$ cat src/logic/ocr_pkg.sv
package ocr_pkg;
    // Field positions within the configuration word
    localparam int SLOT_HI      = 31;
    localparam int SLOT_LO      = 28;
    localparam int MEM_SIZE_BIT = 27;
    localparam int STEP_BIT     = 9;
    localparam int RTR_RST_BIT  = 8;
    localparam int VEC_HI       = 7;
    localparam int VEC_LO       = 6;
    localparam int SUM_DIS_BIT  = 5;
    localparam int PAR_POL_BIT  = 4;
    localparam int MEM_PCHK_BIT = 3;
    localparam int BUS_PCHK_BIT = 2;
    localparam int GATE_N_BIT   = 1;
    localparam int CORE_RST_BIT = 0;
    // Writable bits, all clear on system reset
    localparam logic [9:0]  CTRL_RESET = 10'h000;
    localparam logic [31:0] WR_MASK    = 32'h0000_03ff;
    // Unused and spare bits read as this fixed filler
    localparam logic [31:0] UNUSED_VAL = 32'h0000_0000;
    localparam int VEC_LOW_W = 6;
endpackage : ocr_pkg
$ cat src/logic/ocr_config.sv
`timescale 1ns/1ps
module ocr_config (
    // Clock and reset
    input  wire logic        clk_i,
    input  wire logic        rst_i,
    // Register access
    input  wire logic        wr_en_i,
    input  wire logic [31:0] wr_data_i,
    output logic      [31:0] rd_data_o,
    // Board straps
    input  wire logic [3:0]  slot_number_i,
    input  wire logic        memory_size_flag_i,
    // Interrupt vector
    input  wire logic [5:0]  irq_vec_low_i,
    output logic      [7:0]  irq_vec_o,
    // Buffer memory parity
    input  wire logic [7:0]  mem_wr_data_i,
    output logic             mem_wr_par_o,
    input  wire logic [7:0]  mem_rd_data_i,
    input  wire logic        mem_rd_par_i,
    input  wire logic        mem_rd_valid_i,
    output logic             mem_par_err_o,
    // System bus parity
    input  wire logic [7:0]  bus_out_data_i,
    output logic             bus_out_par_o,
    input  wire logic [7:0]  bus_in_data_i,
    input  wire logic        bus_in_par_i,
    input  wire logic        bus_in_valid_i,
    output logic             bus_par_err_o,
    // Resets and router controls
    output logic             core_reset_o,
    output logic             router_side_reset_o,
    output logic             sum_tree_drive_en_o
);
    logic [9:0] ctrl_ff;
    logic [9:0] nxt_ctrl;
    logic       mem_err_ff;
    logic       nxt_mem_err;
    logic       bus_err_ff;
    logic       nxt_bus_err;
    logic       mem_chk_err;
    logic       bus_chk_err;

    wire logic core_run = ctrl_ff[ocr_pkg::CORE_RST_BIT];

    always_comb begin
        nxt_ctrl = ctrl_ff;
        if (wr_en_i) begin
            // Only the low ten bits are storage
            nxt_ctrl = wr_data_i[9:0];
        end
    end

    always_ff @(posedge clk_i) begin
        if (rst_i) begin
            ctrl_ff <= ocr_pkg::CTRL_RESET;
        end else begin
            ctrl_ff <= nxt_ctrl;
        end
    end

    always_comb begin
        rd_data_o = ocr_pkg::UNUSED_VAL & ~ocr_pkg::WR_MASK;
        rd_data_o[ocr_pkg::SLOT_HI:ocr_pkg::SLOT_LO] = slot_number_i;
        rd_data_o[ocr_pkg::MEM_SIZE_BIT] = memory_size_flag_i;
        rd_data_o[9:0] = ctrl_ff;
    end

    always_comb begin
        irq_vec_o = {ctrl_ff[ocr_pkg::VEC_HI:ocr_pkg::VEC_LO],
                     irq_vec_low_i};
        core_reset_o        = ~core_run;
        router_side_reset_o = ~ctrl_ff[ocr_pkg::RTR_RST_BIT];
        sum_tree_drive_en_o = ~ctrl_ff[ocr_pkg::SUM_DIS_BIT];
    end

    // Memory side, polarity chosen by software for diagnostics
    ocr_parity #(.W(8)) u_mem_wr (
        .data_i   (mem_wr_data_i),
        .odd_i    (ctrl_ff[ocr_pkg::PAR_POL_BIT]),
        .par_i    (1'b0),
        .chk_en_i (1'b0),
        .par_o    (mem_wr_par_o),
        .err_o    ()
    );
    ocr_parity #(.W(8)) u_mem_rd (
        .data_i   (mem_rd_data_i),
        .odd_i    (ctrl_ff[ocr_pkg::PAR_POL_BIT]),
        .par_i    (mem_rd_par_i),
        .chk_en_i (ctrl_ff[ocr_pkg::MEM_PCHK_BIT] & mem_rd_valid_i),
        .par_o    (),
        .err_o    (mem_chk_err)
    );
    // Bus side uses odd parity; generation never gated
    ocr_parity #(.W(8)) u_bus_out (
        .data_i   (bus_out_data_i),
        .odd_i    (1'b1),
        .par_i    (1'b0),
        .chk_en_i (1'b0),
        .par_o    (bus_out_par_o),
        .err_o    ()
    );
    ocr_parity #(.W(8)) u_bus_in (
        .data_i   (bus_in_data_i),
        .odd_i    (1'b1),
        .par_i    (bus_in_par_i),
        .chk_en_i (ctrl_ff[ocr_pkg::BUS_PCHK_BIT] & bus_in_valid_i),
        .par_o    (),
        .err_o    (bus_chk_err)
    );

    always_comb begin
        // Memory checker belongs to the core and is held by core reset
        nxt_mem_err = core_run & mem_chk_err;
        nxt_bus_err = bus_chk_err;
    end

    always_ff @(posedge clk_i) begin
        if (rst_i) begin
            mem_err_ff <= 1'b0;
            bus_err_ff <= 1'b0;
        end else begin
            mem_err_ff <= nxt_mem_err;
            bus_err_ff <= nxt_bus_err;
        end
    end

    assign mem_par_err_o = mem_err_ff;
    assign bus_par_err_o = bus_err_ff;
endmodule : ocr_config

$ cat src/logic/ocr_parity.sv
`timescale 1ns/1ps
// Byte parity generator and checker with selectable polarity
module ocr_parity #(
    parameter int W = 8
) (
    input  wire logic [W-1:0] data_i,
    input  wire logic         odd_i,
    input  wire logic         par_i,
    input  wire logic         chk_en_i,
    output logic              par_o,
    output logic              err_o
);
    always_comb begin
        par_o = (^data_i) ^ odd_i;
        err_o = chk_en_i & (par_o != par_i);
    end
endmodule : ocr_parity

$ cat config.mk
export PLATFORM = sky130hd
export DESIGN_NAME = ocr_config
export DESIGN_NICKNAME = d
export VERILOG_FILES = /design/src/logic/ocr_pkg.sv /design/src/logic/ocr_config.sv /design/src/logic/ocr_parity.sv
export SDC_FILE = /design/constraint.sdc
export NUM_CORES = 1
export LEC_CHECK = 0
export ABC_AREA = 0
export BUFFER_PORTS_ARGS = -buffer_cell sky130_fd_sc_hd__buf_2
export CORE_ASPECT_RATIO = 0.7
export CORE_MARGIN = 8
export CORE_UTILIZATION = 34
export DETAILED_ROUTE_END_ITERATION = 8
export HOLD_SLACK_MARGIN = 0.15
export PLACE_DENSITY = 0.85
export SYNTH_ARGS = -nofsm -noshare
export SYNTH_HDL_FRONTEND = slang
export SYNTH_HIERARCHICAL = 1
export SYNTH_SLANG_ARGS = --single-unit
$ cat constraint.sdc
create_clock -name clk_i -period 1.5 [get_ports clk_i]
set_input_delay 0.075 -clock clk_i [delete_from_list [all_inputs] [get_ports clk_i]]
set_output_delay 0.075 -clock clk_i [all_outputs]
set_load 0.005 [all_outputs]
==> impl_metrics.yaml <==
outcome:
  status: "finished, final reports clean"
layout:
  drive_above_1_share_pct: 45.9
  antenna_cells: 0
  nets: 254
  area_delta_synth_final_pct: 34.6
  layout.cells.non_filler: 208
critical_path:
  required_ns: 1.42
  cp.arrival_ns: 1.38
  worst_setup_path_end_kind: "output port"
  worstPathMaxFanout: 2
  crit_type: "reg2out"
  start_kind: "register"
power:
  seq_power_share_pct: 33.6
  leakagePower_nw: 0.774
  p_int_mw: 0.768
  clkPwrFrac_pct: 27.2
  power.density_nw_per_um2: 712
  ir_drop_uv: 539
  p_comb_share_pct: 39.3
  switching_share_pct: 25.8
  switchingPower_mw: 0.266
synthesis:
  ys_warn_count: 6
  syn_area_per_cell_sq_um: 10.5
  netlist_instances: 103
  synthesis.area_sq_um: 1080
routing:
  drc: 0
  ant_nets: 0
  num_vias: 807
  wl_per_cell_microns: 11.6
  dr.pass1.iters: 3
  viasPerCell: 3.88
  routed_wl_mm: 2.42
  drtIter0Drc: 22
global_route:
  grt_max_degree: 13
  grt_pass1_vias: 912
  antenna_found_initial: 0
  use_met2_pct: 15.7
  grt_pass1_wl_mm: 3.87
  gr-max-usage-layer: "met2"
  globalRouteMet3Util_pct: 5.52
  grt_use_total_pct: 8.58
  overflow: 0
  use_met1_pct: 8.44
cts:
  root_buffer: "clkbuf_8"
  clockBufferDepth: 2
  htree_levels: 1
  cts_tree: "yes"
  insertion_delay_ns: 0.23
  clock_sinks: 12
  path_clk_slew_ns: 0.05
  cts_buffers: 3
timing:
  finalSetupTns_ns: 0
  finalHoldViolCount: 0
  maxSlewViolCount: 0
  rsz0062_at_grt: "yes"
  finalSetupViolations: 0
  fmax_mhz: 685
  period_needed_ns: 1.46
  fin_skew_ns: 0.00527
  fin_crit_sh_pct: 97.3
place:
  portBuffers: 67
  place_inst: 194
  hpwl_mm: 2.01
  routabilityCongestion: 0.648
floorplan:
  die_w_microns: 83.4
  io_pins: 129
  die_h_microns: 63.2
  row_count: 17
  initial_core_util_pct: 35.0
  core_sq_um: 3080
  die-area_sq_um: 5260
flow_run:
  max-cap-violations: 0
min_path:
  worst_hold_path_type: "in2out"
[per-stage QoR]
stage | area [sq um] | hold slack [ns] | power, mW | setup WS [ns] | util, %
2_1_floorplan | 1140 | 0.147 | 0.654 | 0.129 | -
3_3_place_gp | 1290 | 0.150 | 0.729 | 0.143 | 41.9
3_5_place_dp | 1290 | 0.150 | 0.737 | 0.124 | 41.9
4_1_cts | 1430 | 0.150 | 1.05 | 0.000269 | 46.5
5_1_grt | 1450 | 0.150 | 1.11 | -0.0712 | 47.1
6_report | 1450 | 0.150 | 1.03 | 0.0400 | 47.1
[flip-flops by register name, summed over array words and instances (netlist names)]
| register | flops |
|---|---|
| mem_par_err_o | 1 |
| ctrl_ff | 10 |
| bus_par_err_o | 1 |
[area by class of cell]
type | instances | area (sq um)
clock buffer | 3 | 41.3
timing repair buffer | 79 | 454
inverter | 3 | 11.3
fill | 293 | 1630
sequential | 12 | 241
multi-input combinational | 73 | 658
tap | 38 | 47.5
[worst max-delay path: stages, from the launching register on]
cell and delay [ns]:
dfxtp_2 0.32, buf_6 0.12, xnor2_2 0.13, xnor2_1 0.19
xnor2_1 0.15, xnor2_1 0.13, buf_2 0.12
[per-layer routing]
metal | share of wire [%] | routed length, microns | vias to the layer above
met5 | 0 | 0 | -
met4 | 0 | 0 | 0
met3 | 12 | 286 | 0
met2 | 51 | 1220 | 45
met1 | 38 | 910 | 360
li1 | - | - | 402
[final timing paths]
kind | cells past startpoint | slack, ns | start | end
hold / removal | 0 | 0.15 | irq_vec_low_i[0] | irq_vec_o[0]
hold reg to reg | 2 | 0.49 | ctrl_ff[0] | mem_par_err_o
setup / recovery | 6 | 0.04 | ctrl_ff[4] | mem_wr_par_o
setup reg to reg | 5 | 0.13 | ctrl_ff[4] | mem_par_err_o
[power by group through the flow]
stage | clock, mW | combinational (mW) | sequential [mW]
6_report | 0.281 | 0.406 | 0.347
5_1_grt | 0.312 | 0.449 | 0.349
4_1_cts | 0.299 | 0.405 | 0.347
3_5_place_dp | 0 | 0.384 | 0.353
3_3_place_gp | 0 | 0.377 | 0.352
2_1_floorplan | 0 | 0.299 | 0.355
[timing repair]
| item | in CTS | in global routing |
|---|---|---|
| setup endpoints to repair | 0 | 1 |
| hold buffers | 10 | 0 |
| gates resized for setup | 0 | 3 |
| setup buffers | 0 | 1 |
| hold endpoints to repair | 10 | 0 |
[cells in the final DEF, fill, tap and decap left out]
| cell | n |
|---|---|
| conb_1 | 19 |
| buf_4 | 1 |
| xnor3_1 | 6 |
| dfxtp_2 | 1 |
| and2_1 | 4 |
| clkbuf_8 | 3 |
| dfxtp_1 | 11 |
| mux2i_1 | 10 |
| dlygate4sd3_1 | 10 |
| buf_2 | 67 |
| buf_6 | 1 |
| xnor2_2 | 1 |
| nor3b_1 | 1 |
| xor2_4 | 4 |
| inv_1 | 3 |
| nor2b_1 | 1 |
| nor2_1 | 10 |
| xnor2_1 | 17 |
(Power assumes the default switching activity.)
